<file path="src/icrs_pkg.sv">
// constants and types shared by the isolated compare result sequencer
package icrs_pkg;

   // ******************************************************************
   // clock
   // ******************************************************************
   localparam int CLK_PERIOD_NS = 100;

   // ******************************************************************
   // power-listen cycle
   // ******************************************************************
   localparam int PL_RATE_HZ    = 800;         // inside the 700..900 Hz band
   localparam int PL_PERIOD_NS  = 1000000000 / PL_RATE_HZ;
   localparam int PL_HALF_CYC   = PL_PERIOD_NS / (2 * CLK_PERIOD_NS);
   localparam int CYC_W         = 16;

   // ******************************************************************
   // isolated side timing
   // ******************************************************************
   localparam int RAIL_ON_NS    = 108000;
   localparam int RAIL_CYC      = RAIL_ON_NS / CLK_PERIOD_NS;
   localparam int CMP_EN_NS     = 10000;
   localparam int CMP_EN_CYC    = CMP_EN_NS / CLK_PERIOD_NS;
   localparam int WIN_W         = 11;

   // ******************************************************************
   // powered side output timing
   // ******************************************************************
   localparam int VALID_DLY_NS  = 200;
   localparam int VALID_DLY_CYC = (VALID_DLY_NS + CLK_PERIOD_NS - 1) / CLK_PERIOD_NS;
   localparam int ZC_MIN_NS     = 24000;
   localparam int ZC_MAX_NS     = 30000;
   localparam int ZC_PULSE_NS   = 25000;
   localparam int ZC_PULSE_CYC  = ZC_PULSE_NS / CLK_PERIOD_NS;
   localparam int ZC_W          = 9;

   // ******************************************************************
   // reset values and encodings
   // ******************************************************************
   localparam logic       DATA_RST  = 1'b0;
   localparam logic       STORE_RST = 1'b0;
   localparam logic [2:0] CODE_RST  = 3'h0;

   typedef enum logic [0:0] {
      ICRS_POWER  = 1'b0,
      ICRS_LISTEN = 1'b1
   } icrs_phase_t;

   // triple copy, middle one inverted, so a stuck link never agrees
   function automatic logic [2:0] icrs_encode(input logic r);
      icrs_encode = {r, ~r, r};
   endfunction

   function automatic logic icrs_agree(input logic [2:0] c);
      icrs_agree = (c[2] == c[0]) && (c[1] != c[2]);
   endfunction

endpackage

</file>
<file path="src/icrs_top.sv">
// powered side sequencer of the isolated compare result path
`timescale 1ns/1ps
`default_nettype none
module icrs_top
   import icrs_pkg::*;
#(
   parameter int IN_W        = 8,
   parameter int HALF_CYCLES = PL_HALF_CYC
) (
   input  wire logic            clock_i,
   input  wire logic            rst_i,
   input  wire logic            power_down_n_i,
   input  wire logic            zero_cross_in_p_i,
   input  wire logic            zero_cross_in_n_i,
   input  wire logic            isolated_storage_supply_ok_i,
   input  wire logic            isolated_por_i,
   input  wire logic            link_noise_i,
   input  wire logic [IN_W-1:0] pos_input_a_i,
   input  wire logic [IN_W-1:0] pos_input_b_i,
   input  wire logic [IN_W-1:0] neg_input_a_i,
   input  wire logic [IN_W-1:0] neg_input_b_i,
   output logic                 result_data_o,
   output logic                 result_valid_o,
   output logic                 zero_cross_trigger_pulse_o,
   output logic                 listen_phase_o,
   output logic                 isolated_regulated_rail_o,
   output logic                 isolated_result_out_o,
   output logic                 isolated_result_out_oe_o,
   output logic                 isolated_cmp_enable_o
);

   // ******************************************************************
   // elaboration checks
   // ******************************************************************
   // the whole rail window must fit in one listen half
   if (HALF_CYCLES <= RAIL_CYC + 4 || HALF_CYCLES >= (1 << CYC_W)) begin : g_bad_half
      $error("HALF_CYCLES out of range");
   end
   if (IN_W < 1) begin : g_bad_w
      $error("IN_W must be positive");
   end

   // ******************************************************************
   // state
   // ******************************************************************
   typedef struct packed {
      icrs_phase_t      phase;
      logic [CYC_W-1:0] cyc;
      logic             pd_s1;
      logic             pd_s2;
      logic             zp_s1;
      logic             zp_s2;
      logic             zn_s1;
      logic             zn_s2;
      logic             nz_s1;
      logic             nz_s2;
      logic             zc_prev;
      logic             got;
      logic             got_ok;
      logic             got_bit;
      logic             data;
      logic             valid;
      logic             vpend;
      logic [1:0]       vdly;
      logic             zc_pulse;
      logic [ZC_W-1:0]  zc_cnt;
      logic             listen_start;
   } icrs_top_t;

   localparam logic [CYC_W-1:0] LAST_CYC = CYC_W'(HALF_CYCLES - 1);

   icrs_top_t  s;
   icrs_top_t  next_s;
   logic       iso_rail;
   logic       iso_out;
   logic       iso_oe;
   logic       iso_cmp_en;
   logic [2:0] iso_code;
   logic       iso_code_valid;
   logic       pd_active;
   logic       half_end;
   logic       zc_level;
   logic       zc_edge;

   // ******************************************************************
   // isolated side
   // ******************************************************************
   icrs_iso_side #(
      .IN_W (IN_W)
   ) u_iso (
      .clock_i        (clock_i),
      .rst_i          (rst_i),
      .listen_start_i (s.listen_start),
      .supply_ok_i    (isolated_storage_supply_ok_i),
      .por_i          (isolated_por_i),
      .pos_a_i        (pos_input_a_i),
      .pos_b_i        (pos_input_b_i),
      .neg_a_i        (neg_input_a_i),
      .neg_b_i        (neg_input_b_i),
      .rail_o         (iso_rail),
      .result_o       (iso_out),
      .result_oe_o    (iso_oe),
      .cmp_en_o       (iso_cmp_en),
      .code_o         (iso_code),
      .code_valid_o   (iso_code_valid)
   );

   // ******************************************************************
   // decode helpers
   // ******************************************************************
   // only the second sync stages are looked at here
   always_comb begin
      pd_active = !s.pd_s2;
      half_end  = (s.cyc == LAST_CYC);
      zc_level  = s.zp_s2 && !s.zn_s2;
      zc_edge   = (zc_level != s.zc_prev);
   end

   // ******************************************************************
   // next state
   // ******************************************************************
   always_comb begin
      next_s              = s;
      next_s.listen_start = 1'b0;
      next_s.pd_s1        = power_down_n_i;
      next_s.pd_s2        = s.pd_s1;
      next_s.zp_s1        = zero_cross_in_p_i;
      next_s.zp_s2        = s.zp_s1;
      next_s.zn_s1        = zero_cross_in_n_i;
      next_s.zn_s2        = s.zn_s1;
      next_s.nz_s1        = link_noise_i;
      next_s.nz_s2        = s.nz_s1;
      next_s.zc_prev      = zc_level;
      if (pd_active) begin
         // shutdown: everything parked, result forced low
         next_s.phase    = ICRS_POWER;
         next_s.cyc      = '0;
         next_s.data     = DATA_RST;
         next_s.valid    = 1'b0;
         next_s.vpend    = 1'b0;
         next_s.vdly     = '0;
         next_s.got      = 1'b0;
         next_s.zc_pulse = 1'b0;
         next_s.zc_cnt   = '0;
      end else begin
         // power and listen halves alternate forever
         if (half_end) begin
            next_s.cyc = '0;
            if (s.phase == ICRS_POWER) begin
               next_s.phase        = ICRS_LISTEN;
               next_s.listen_start = 1'b1;
               next_s.valid        = 1'b0;
               next_s.vpend        = 1'b0;
               next_s.got          = 1'b0;
            end else begin
               next_s.phase = ICRS_POWER;
               if (s.got && s.got_ok) begin
                  next_s.data  = s.got_bit;
                  next_s.vpend = 1'b1;
                  next_s.vdly  = '0;
               end
            end
         end else begin
            next_s.cyc = s.cyc + CYC_W'(1);
         end
         // pulses come back only during listen; noise flips the middle copy
         if (iso_code_valid && s.phase == ICRS_LISTEN) begin
            next_s.got     = 1'b1;
            next_s.got_ok  = icrs_agree(iso_code ^ {1'b0, s.nz_s2, 1'b0});
            next_s.got_bit = iso_code[2];
         end
         // strobe trails the data so its rising edge can clock it in
         if (s.vpend) begin
            if (s.vdly == 2'(VALID_DLY_CYC - 1)) begin
               next_s.valid = 1'b1;
               next_s.vpend = 1'b0;
            end else begin
               next_s.vdly = s.vdly + 2'h1;
            end
         end
         // trigger: fixed width, ignores crossings while already high
         if (s.zc_pulse) begin
            if (s.zc_cnt == ZC_W'(ZC_PULSE_CYC - 1)) begin
               next_s.zc_pulse = 1'b0;
            end else begin
               next_s.zc_cnt = s.zc_cnt + ZC_W'(1);
            end
         end else if (zc_edge && s.data) begin
            next_s.zc_pulse = 1'b1;
            next_s.zc_cnt   = '0;
         end
      end
   end

   // ******************************************************************
   // registers
   // ******************************************************************
   // reset clears the result too, as at power-up
   always_ff @(posedge clock_i or posedge rst_i) begin
      if (rst_i) begin
         s <= '0;
      end else begin
         s <= next_s;
      end
   end

   // ******************************************************************
   // outputs, all from flops
   // ******************************************************************
   assign result_data_o              = s.data;
   assign result_valid_o             = s.valid;
   assign zero_cross_trigger_pulse_o = s.zc_pulse;
   assign listen_phase_o             = s.phase;
   assign isolated_regulated_rail_o  = iso_rail;
   assign isolated_result_out_o      = iso_out;
   assign isolated_result_out_oe_o   = iso_oe;
   assign isolated_cmp_enable_o      = iso_cmp_en;

   // ******************************************************************
   // checks
   // ******************************************************************
   property p_pd_forces_zero;
      @(posedge clock_i) disable iff (rst_i) !s.pd_s2 |=> !s.data && !s.valid && !s.zc_pulse;
   endproperty
   a_pd_forces_zero: assert property (p_pd_forces_zero) else $error("shutdown left outputs up");

   property p_phase_period;
      @(posedge clock_i) disable iff (rst_i)
         (s.pd_s2 && s.phase == ICRS_POWER && half_end && $past(s.pd_s1) && s.pd_s1)
         |=> s.phase == ICRS_LISTEN && s.cyc == '0 && s.listen_start;
   endproperty
   a_phase_period: assert property (p_phase_period) else $error("listen did not start");

   property p_cyc_bound;
      @(posedge clock_i) disable iff (rst_i) s.cyc <= LAST_CYC;
   endproperty
   a_cyc_bound: assert property (p_cyc_bound) else $error("cycle count overran");

   property p_reject_keeps;
      @(posedge clock_i) disable iff (rst_i)
         (s.pd_s2 && s.phase == ICRS_LISTEN && half_end && !(s.got && s.got_ok))
         |=> $stable(s.data) || !$past(s.pd_s2);
   endproperty
   a_reject_keeps: assert property (p_reject_keeps) else $error("data moved on rejected cycle");

   property p_data_cause;
      @(posedge clock_i) disable iff (rst_i)
         ($changed(s.data) && $past(s.pd_s2))
         |-> $past(s.phase == ICRS_LISTEN && half_end && s.got && s.got_ok);
   endproperty
   a_data_cause: assert property (p_data_cause) else $error("data changed without compare");

   property p_valid_delay;
      @(posedge clock_i) disable iff (rst_i)
         (s.pd_s2 && s.pd_s1 && s.phase == ICRS_LISTEN && half_end && s.got && s.got_ok)
         |=> !s.valid ##1 !s.valid ##1 (s.valid || !s.pd_s2);
   endproperty
   a_valid_delay: assert property (p_valid_delay) else $error("valid not 200ns after data");

   property p_valid_falls;
      @(posedge clock_i) disable iff (rst_i) (s.phase == ICRS_POWER && half_end) |=> !s.valid;
   endproperty
   a_valid_falls: assert property (p_valid_falls) else $error("valid high into listen");

   property p_zc_needs_data;
      @(posedge clock_i) disable iff (rst_i) $rose(s.zc_pulse) |-> $past(s.data) && $past(zc_edge);
   endproperty
   a_zc_needs_data: assert property (p_zc_needs_data) else $error("trigger without data");

   property p_zc_width;
      @(posedge clock_i) disable iff (rst_i)
         ($fell(s.zc_pulse) && $past(s.pd_s2)) |-> $past(s.zc_cnt) == ZC_W'(ZC_PULSE_CYC - 1);
   endproperty
   a_zc_width: assert property (p_zc_width) else $error("trigger width wrong");

   c_accept: cover property (@(posedge clock_i) disable iff (rst_i)
      s.phase == ICRS_LISTEN && half_end && s.got && s.got_ok);
   c_reject: cover property (@(posedge clock_i) disable iff (rst_i)
      s.phase == ICRS_LISTEN && half_end && s.got && !s.got_ok);
   c_valid: cover property (@(posedge clock_i) disable iff (rst_i) $rose(s.valid));
   c_trigger: cover property (@(posedge clock_i) disable iff (rst_i) $fell(s.zc_pulse));

endmodule
`default_nettype wire

</file>
<file path="src/icrs_iso_side.sv">
// isolated side: regulated window, sampled compare, latched result pin
`timescale 1ns/1ps
`default_nettype none
module icrs_iso_side
   import icrs_pkg::*;
#(
   parameter int IN_W = 8
) (
   input  wire logic            clock_i,
   input  wire logic            rst_i,
   input  wire logic            listen_start_i,
   input  wire logic            supply_ok_i,
   input  wire logic            por_i,
   input  wire logic [IN_W-1:0] pos_a_i,
   input  wire logic [IN_W-1:0] pos_b_i,
   input  wire logic [IN_W-1:0] neg_a_i,
   input  wire logic [IN_W-1:0] neg_b_i,
   output logic                 rail_o,
   output logic                 result_o,
   output logic                 result_oe_o,
   output logic                 cmp_en_o,
   output logic [2:0]           code_o,
   output logic                 code_valid_o
);

   typedef struct packed {
      logic              ok_s1;
      logic              ok_s2;
      logic              por_s1;
      logic              por_s2;
      logic [4*IN_W-1:0] in_s1;
      logic [4*IN_W-1:0] in_s2;
      logic              active;
      logic [WIN_W-1:0]  wcnt;
      logic              stored;
      logic              rail;
      logic              oe;
      logic              out;
      logic              cmp_en;
      logic [2:0]        code;
      logic              code_valid;
   } icrs_iso_t;

   icrs_iso_t s;
   icrs_iso_t next_s;
   logic      res;

   // ******************************************************************
   // window sequencing
   // ******************************************************************
   // summed compare: (a+b)/2 > (c+d)/2, halves cancel
   always_comb begin
      res = ({1'b0, s.in_s2[4*IN_W-1:3*IN_W]} + {1'b0, s.in_s2[3*IN_W-1:2*IN_W]})
          > ({1'b0, s.in_s2[2*IN_W-1:IN_W]} + {1'b0, s.in_s2[IN_W-1:0]});
   end

   always_comb begin
      next_s            = s;
      next_s.code_valid = 1'b0;
      next_s.ok_s1      = supply_ok_i;
      next_s.ok_s2      = s.ok_s1;
      next_s.por_s1     = por_i;
      next_s.por_s2     = s.por_s1;
      next_s.in_s1      = {pos_a_i, pos_b_i, neg_a_i, neg_b_i};
      next_s.in_s2      = s.in_s1;
      if (!s.active) begin
         // no stored charge, no compare in this listen cycle
         if (listen_start_i && s.ok_s2) begin
            next_s.active = 1'b1;
            next_s.wcnt   = '0;
            next_s.rail   = 1'b1;
            next_s.oe     = 1'b1;
            next_s.out    = s.stored;
         end
      end else if (s.wcnt == WIN_W'(RAIL_CYC - 1)) begin
         next_s.active     = 1'b0;
         next_s.rail       = 1'b0;
         next_s.oe         = 1'b0;
         next_s.out        = 1'b0;
         next_s.cmp_en     = 1'b0;
         next_s.stored     = res;
         next_s.code       = icrs_encode(res);
         next_s.code_valid = 1'b1;
      end else begin
         next_s.wcnt   = s.wcnt + WIN_W'(1);
         next_s.cmp_en = (s.wcnt + WIN_W'(1)) >= WIN_W'(RAIL_CYC - CMP_EN_CYC);
      end
      // isolated power-on reset wins over a fresh sample
      if (s.por_s2) begin
         next_s.stored = STORE_RST;
      end
   end

   always_ff @(posedge clock_i or posedge rst_i) begin
      if (rst_i) begin
         s <= '0;
      end else begin
         s <= next_s;
      end
   end

   assign rail_o       = s.rail;
   assign result_o     = s.out;
   assign result_oe_o  = s.oe;
   assign cmp_en_o     = s.cmp_en;
   assign code_o       = s.code;
   assign code_valid_o = s.code_valid;

   // ******************************************************************
   // checks
   // ******************************************************************
   property p_cmp_in_window;
      @(posedge clock_i) disable iff (rst_i)
         s.cmp_en |-> s.rail && s.wcnt >= WIN_W'(RAIL_CYC - CMP_EN_CYC);
   endproperty
   a_cmp_in_window: assert property (p_cmp_in_window) else $error("compare outside window");

   property p_pin_driven_in_window;
      @(posedge clock_i) disable iff (rst_i) $rose(s.rail) |-> s.oe && (s.out == $past(s.stored));
   endproperty
   a_pin_driven_in_window: assert property (p_pin_driven_in_window) else $error("pin not driven");

endmodule
`default_nettype wire

</file>
<file path="config.mk">
export PLATFORM = sky130hd
export DESIGN_NAME = icrs_top
export DESIGN_NICKNAME = d
export VERILOG_FILES = /design/src/icrs_pkg.sv /design/src/icrs_top.sv /design/src/icrs_iso_side.sv
export SDC_FILE = /design/constraint.sdc
export NUM_CORES = 1
export LEC_CHECK = 0
export BUFFER_PORTS_ARGS = -buffer_cell sky130_fd_sc_hd__buf_4
export CAP_MARGIN = 20
export CORE_MARGIN = 5
export CORE_UTILIZATION = 50
export CTS_BUF_LIST = sky130_fd_sc_hd__clkbuf_8 sky130_fd_sc_hd__clkbuf_16
export DETAILED_ROUTE_END_ITERATION = 10
export GPL_ROUTABILITY_DRIVEN = 0
export HOLD_SLACK_MARGIN = 0.1
export PLACE_DENSITY = 0.69
export SYNTH_ARGS = -nofsm -noshare
export SYNTH_HDL_FRONTEND = slang
export SYNTH_SLANG_ARGS = --single-unit
</file>
<file path="constraint.sdc">
create_clock -name clock_i -period 8 [get_ports clock_i]
set_input_delay 2.4 -clock clock_i [delete_from_list [all_inputs] [get_ports clock_i]]
set_output_delay 2.4 -clock clock_i [all_outputs]
set_load 0.03 [all_outputs]
</file>
## After elaboration in Yosys (flattened, before gate mapping)

Cells that the tools add are included.

- Register bits after elaboration: 134
- Output and inout bits: 8
- Logic and storage cells: 117
- Bits of input ports: 40

- Reduce and logical (&&, ||, !) cells: 18
- Equality and inequality tests: 16
- Bitwise logic cells: 2
- Add/subtract/negate cells: 6
- $lt $le $gt $ge: 2
- Muxes and demuxes: 37

Operators by type and width:

| operator | number |
|---|---|
| two-way mux 12 bit | 2 |
| two-way mux 10 bit | 2 |
| adder 8 x 8 -> 9 bit | 2 |
| two-way mux 1 bit | 18 |
| two-way mux 17 bit | 1 |
| adder 16 x 1 -> 16 bit (second input constant) | 1 |
| == test 16 x 13 -> 1 bit (second input constant) | 1 |
| two-way mux 16 bit | 1 |
| two-way mux 15 bit | 1 |
| AND reduction 2 bit | 7 |
| two-way mux 3 bit | 4 |
| adder 11 x 1 -> 11 bit (second input constant) | 1 |
| == test 11 bit (second input constant) | 1 |
| greater-or-equal comparator 11 x 10 -> 1 bit (second input constant) | 1 |
| two-way mux 11 bit | 1 |
| adder 9 x 1 -> 9 bit (second input constant) | 1 |
| == test 9 x 8 -> 1 bit (second input constant) | 1 |
| greater-than comparator 9 bit | 1 |
| two-way mux 9 bit | 1 |
| two-way mux 4 bit | 2 |
| logical AND 1 bit | 6 |
| two-way mux 2 bit | 3 |
| != test 2 x 1 -> 1 bit (second input constant) | 3 |
| != test 3 x 2 -> 1 bit (second input constant) | 2 |
| other kinds (13) | 17 |

## Longest topological paths before layout

- Depth in word-level cells: 7
- Gate-level depth with buffers: 13
- Gate-level depth less buffers: 13

## Cells and area by module

Synthesis repeated with hierarchy kept, for this count alone.

- Cell total of the unflattened synthesis: 480
- Area, all modules: 5579.1 um^2

Modules (own cells, without submodules):

| module | area an instance (um^2) | sequential area each (um^2) | instances | cells each |
|---|---|---|---|---|
| icrs_iso_side | 3537.1 | 2177.1 | 1 | 284 |
| icrs_top | 2042.0 | 1126.1 | 1 | 196 |

## Worst setup path after synthesis

No wires, ideal clock.

- Path type: reg2out
- Start point: register u_iso.s (netlist bit u_iso.result_oe_o)
- End point: output port isolated_result_out_oe_o
- Path slack: 4.879 ns
- Path buffers: 1
- Required time: 5.600 ns
- Arrival time: 0.721 ns
- Stages on the path, launching flop included: 2
- Cells stage by stage: dfrtp_1 buf_4

RTL lines:

| what | RTL line | text |
|---|---|---|
| from (decl) | icrs_iso_side.sv:44 | `icrs_iso_t s;` |
| from (signal assigned) | icrs_iso_side.sv:98 | `s <= next_s;` |
| to (decl) | icrs_top.sv:28 | `output logic isolated_result_out_oe_o,` |

No word-level cell between the ends.

## Worst setup path after layout

- Start point: register s (netlist bit listen_phase_o)
- End point: output port listen_phase_o

RTL lines:

| what | RTL line | text |
|---|---|---|
| from (decl) | icrs_top.sv:72 | `icrs_top_t s;` |
| from (signal assigned) | icrs_top.sv:203 | `s <= next_s;` |
| to (decl) | icrs_top.sv:25 | `output logic listen_phase_o,` |

No word-level cell between the ends.

==> metrics.md <==
| Metric | Value |
|---|---|
| Max rail drop VDD | roughly 0.18 mV |
| Largest net degree at the start of global routing | between 70 and 80 |
| Final wirelength | ~10 mm |
| Startpoint types | flip-flop |
| Max-cap violation count | 0 |
| Die Height | ~120 microns |
| Worst setup slack after layout | roughly 4400 ps |
| Router iterations before antenna repair | 4 |
| FF+latch area | 0.00330 sq mm |
| Largest cells by area after synthesis | dfrtp_1 (59%), ha_1 (6.9%), o21ai_0 (2.9%), xor2_1 (2.5%), nor2_1 (2.5%) |
| Crit path max fanout | 7 |
| Period utilization | 0.449 |
| Post-synthesis cell area | roughly 0.0056 sq mm |
| Global-route wire length before repair | between 15 and 20 mm |
| Core Util, Final | 0.613 |
| Ports | 48 |
| Clk Latency, worst-skew pair | 520 ps |
| Vias in the first global route | 3,635 |
| Setup TNS | 0 ps |
| Buf/Inv on CP | 1 |
| Post-DP HPWL | between 6 and 7 mm |
| Post-place instance area | about 0.006 sq mm |
| Starting Density | 0.514 |
| DRC violations left | 0 |
| Synth cell count leaders | dfrtp_1 (132), nor2_1 (37), o21ai_0 (32), ha_1 (31), nand2_1 (28) |
| Final setup viols | 0 |
| Hold path cells | 0 |
| Multi-input logic area | roughly 0.0022 sq mm |
| Antenna violations before repair | 0 |
| Clk sinks | ~130 |
| RSZ-0062 raised after global routing | false |
| Core footprint | about 0.011 sq mm |
| WP depth | 1 |
| Asr flop ratio synth | 1.00 |
| CTS tree | built |
| CTS max path bufs | 2 |
| Final hold violation count | 0 |
| FF-to-FF setup slack | approximately 5000 ps |
| Area Overhead vs Synth | 19.1% |
| Cell count after synthesis | between 400 and 500 |
| Worst clock skew | about 7.4 ps |
| Crit path time final | between 3000 and 4000 ps |
| Final Max Tran Viols | 0 |
| Resize count post-CTS | 0 |
| Max Fclk | 0.279 GHz |
| Worst EP required | 5600 ps |
| Primary FF master, synth | dfrtp_1 |
| Syn Nets | around 550 |
| Leading cell type by number of instances after synthesis | dfrtp_1 |
| DRT iter0 DRCs | roughly 220 |
| Normalized max-slew margin | 0.425 |
| Power Density | roughly 230 mW/mm^2 |
| Worst-Margin Slew | between 800 and 900 ps |
| Total grt overflow | 0 |
| Final #Nets | between 600 and 700 |
| DR vias/cell | approximately 5.4 |
| Wire per inst | 14.3 microns |
| GRT Overall Usage | 0.166 |
| Max incr delay on CP | between 400 and 500 ps |
| Crit-path leading delay family | flip-flops |
| Post-synth EDFFs | 0 |
| Status | complete, no violations |
| Port Buffers | between 40 and 50 |
| Worst hold slack | between 300 and 400 ps |
| Leak | around 3.1 nW |
| Critical-path top delay cell | dfrtp_1 |
| Worst slack, placed | ~4000 ps |
| DRT antenna net count | 0 |
| CTS Hold Bufs | 0 |
| HP Class | flip-flop to flip-flop |
| Std-Cell Rows | 38 |
| Root Driver | clkbuf_8 |
| Register bit total from synthesis | between 100 and 150 |
| Vias post-DR | 3,677 |
| Fillers | 873 |
| Yosys warns | 0 |
| Post-Syn Area per Cell | 11.8 sq um |
| Share of post-route cells with drive strength above 1 | 0.160 |
| Register area share after synthesis | 0.590 |
| Die W | 116 microns |
| Cell taking the most area after synthesis | dfrtp_1 |
| CP endpoint kind | output pin |
| Critical path type | flip-flop to output pin |
| Data arrival time of the critical path | between 1000 and 1500 ps |
| Crit-path cells | buf_4 |
| CTS Buf Count | 17 |
| Design area | 0.00667 sq mm |
| Antenna cell count | 0 |
| Number of distinct library cells after synthesis | 60 |
| Path depth of the worst reg2reg path | 12 |
| Total Die Area | between 0.01 and 0.015 sq mm |
| Setup Fix Bufs, Post-CTS | 0 |
| Top cell type's share of synthesized area | 0.590 |
| Worst-path clk slew | ~60 ps |
| CTS H-tree depth | 4 |
[cell usage in the layout, fill, tap and decap left out, drive strengths merged, types with 3 or more instances in the layout]
| cell type | count |
|---|---|
| dfrtp | 132 |
| xnor2 | 13 |
| and2 | 6 |
| nor2b | 6 |
| or3 | 3 |
| a21oi | 14 |
| nand3 | 23 |
| nor3b | 4 |
| a21boi | 3 |
| o21ai | 35 |
| ha | 31 |
| a211oi | 4 |
| xor2 | 16 |
| clkbuf | 21 |
| nand2 | 28 |
| nand2b | 4 |
| and3 | 9 |
| nand4 | 6 |
| a211o | 3 |
| o31ai | 5 |
| buf | 48 |
| inv | 20 |
| nor2 | 38 |
| a21o | 7 |
| o21a | 5 |
| nor4 | 5 |
| nor3 | 11 |
| clkinvlp | 3 |
[final timing paths]
path | from | endpoint
worst max-delay path | listen_phase_o | listen_phase_o
worst min-delay path | u_iso.next_s[45] | u_iso.s[45]
worst max register to register | u_iso.s[37] | u_iso.code_o[0]
worst min register to register | u_iso.next_s[45] | u_iso.s[45]
max in group asynchronous | rst_i | s[34]
min in group asynchronous | rst_i | next_s[20]
[report_power, final]
| group | switching, mW | internal [mW] |
|---|---|---|
| Combinational | 0.0576 | 0.0490 |
| Clock | 0.261 | 0.471 |
| Sequential | 0.00950 | 0.689 |
[state kept, by name (all words and copies together) (netlist names)]
| register | flops |
|---|---|
| u_iso.next_s | 34 |
| u_iso.s | 47 |
| u_iso.code_o | 2 |
| u_iso.code_valid_o | 1 |
| u_iso.cmp_en_o | 1 |
| zero_cross_trigger_pulse_o | 1 |
| u_iso.result_o | 1 |
| next_s | 4 |
| listen_phase_o | 1 |
| u_iso.result_oe_o | 1 |
| result_valid_o | 1 |
| result_data_o | 1 |
| s | 37 |
[metrics by stage]
stage / cells / power [mW]
2_1_floorplan: 473 / 0.782
4_1_cts: 683 / 1.56
6_report: 683 / 1.54
3_5_place_dp: 651 / 0.818
3_3_place_gp: 651 / 0.814
5_1_grt: 683 / 1.61
[area by class of cell]
class                           count  area share
Inverter                           16     0.00938
Multi-Input combinational cell    315       0.328
Tap cell                          140      0.0263
Clock inverter                     11      0.0167
Timing Repair Buffer               48      0.0540
Sequential cell                   132       0.495
Clock buffer                       21      0.0703
[logic make-up (layout without fill, tap and decap cells)]
kind of cell / Yosys count / after routing / share of synthesized area
adder cells (fa/ha/maj): 33 / 33 / 0.0764
flip-flops: 132 / 132 / 0.590
AND/OR/NAND/NOR: 152 / 152 / 0.144
XOR/XNOR: 29 / 29 / 0.0454
multiplexers: 3 / 3 / 0.00581
buffers and inverters: 26 / 96 / 0.0194
AO/OA/AOI/OAI: 98 / 98 / 0.119
[routing by layer]
metal,up-vias,track usage,share of wire
li1,1787,-,-
met5,-,0,0
met3,19,0.0564,0.049
met1,1792,0.222,0.47
met4,0,0.0750,0.021
met2,79,0.245,0.46
(Power assumes the default switching activity.)
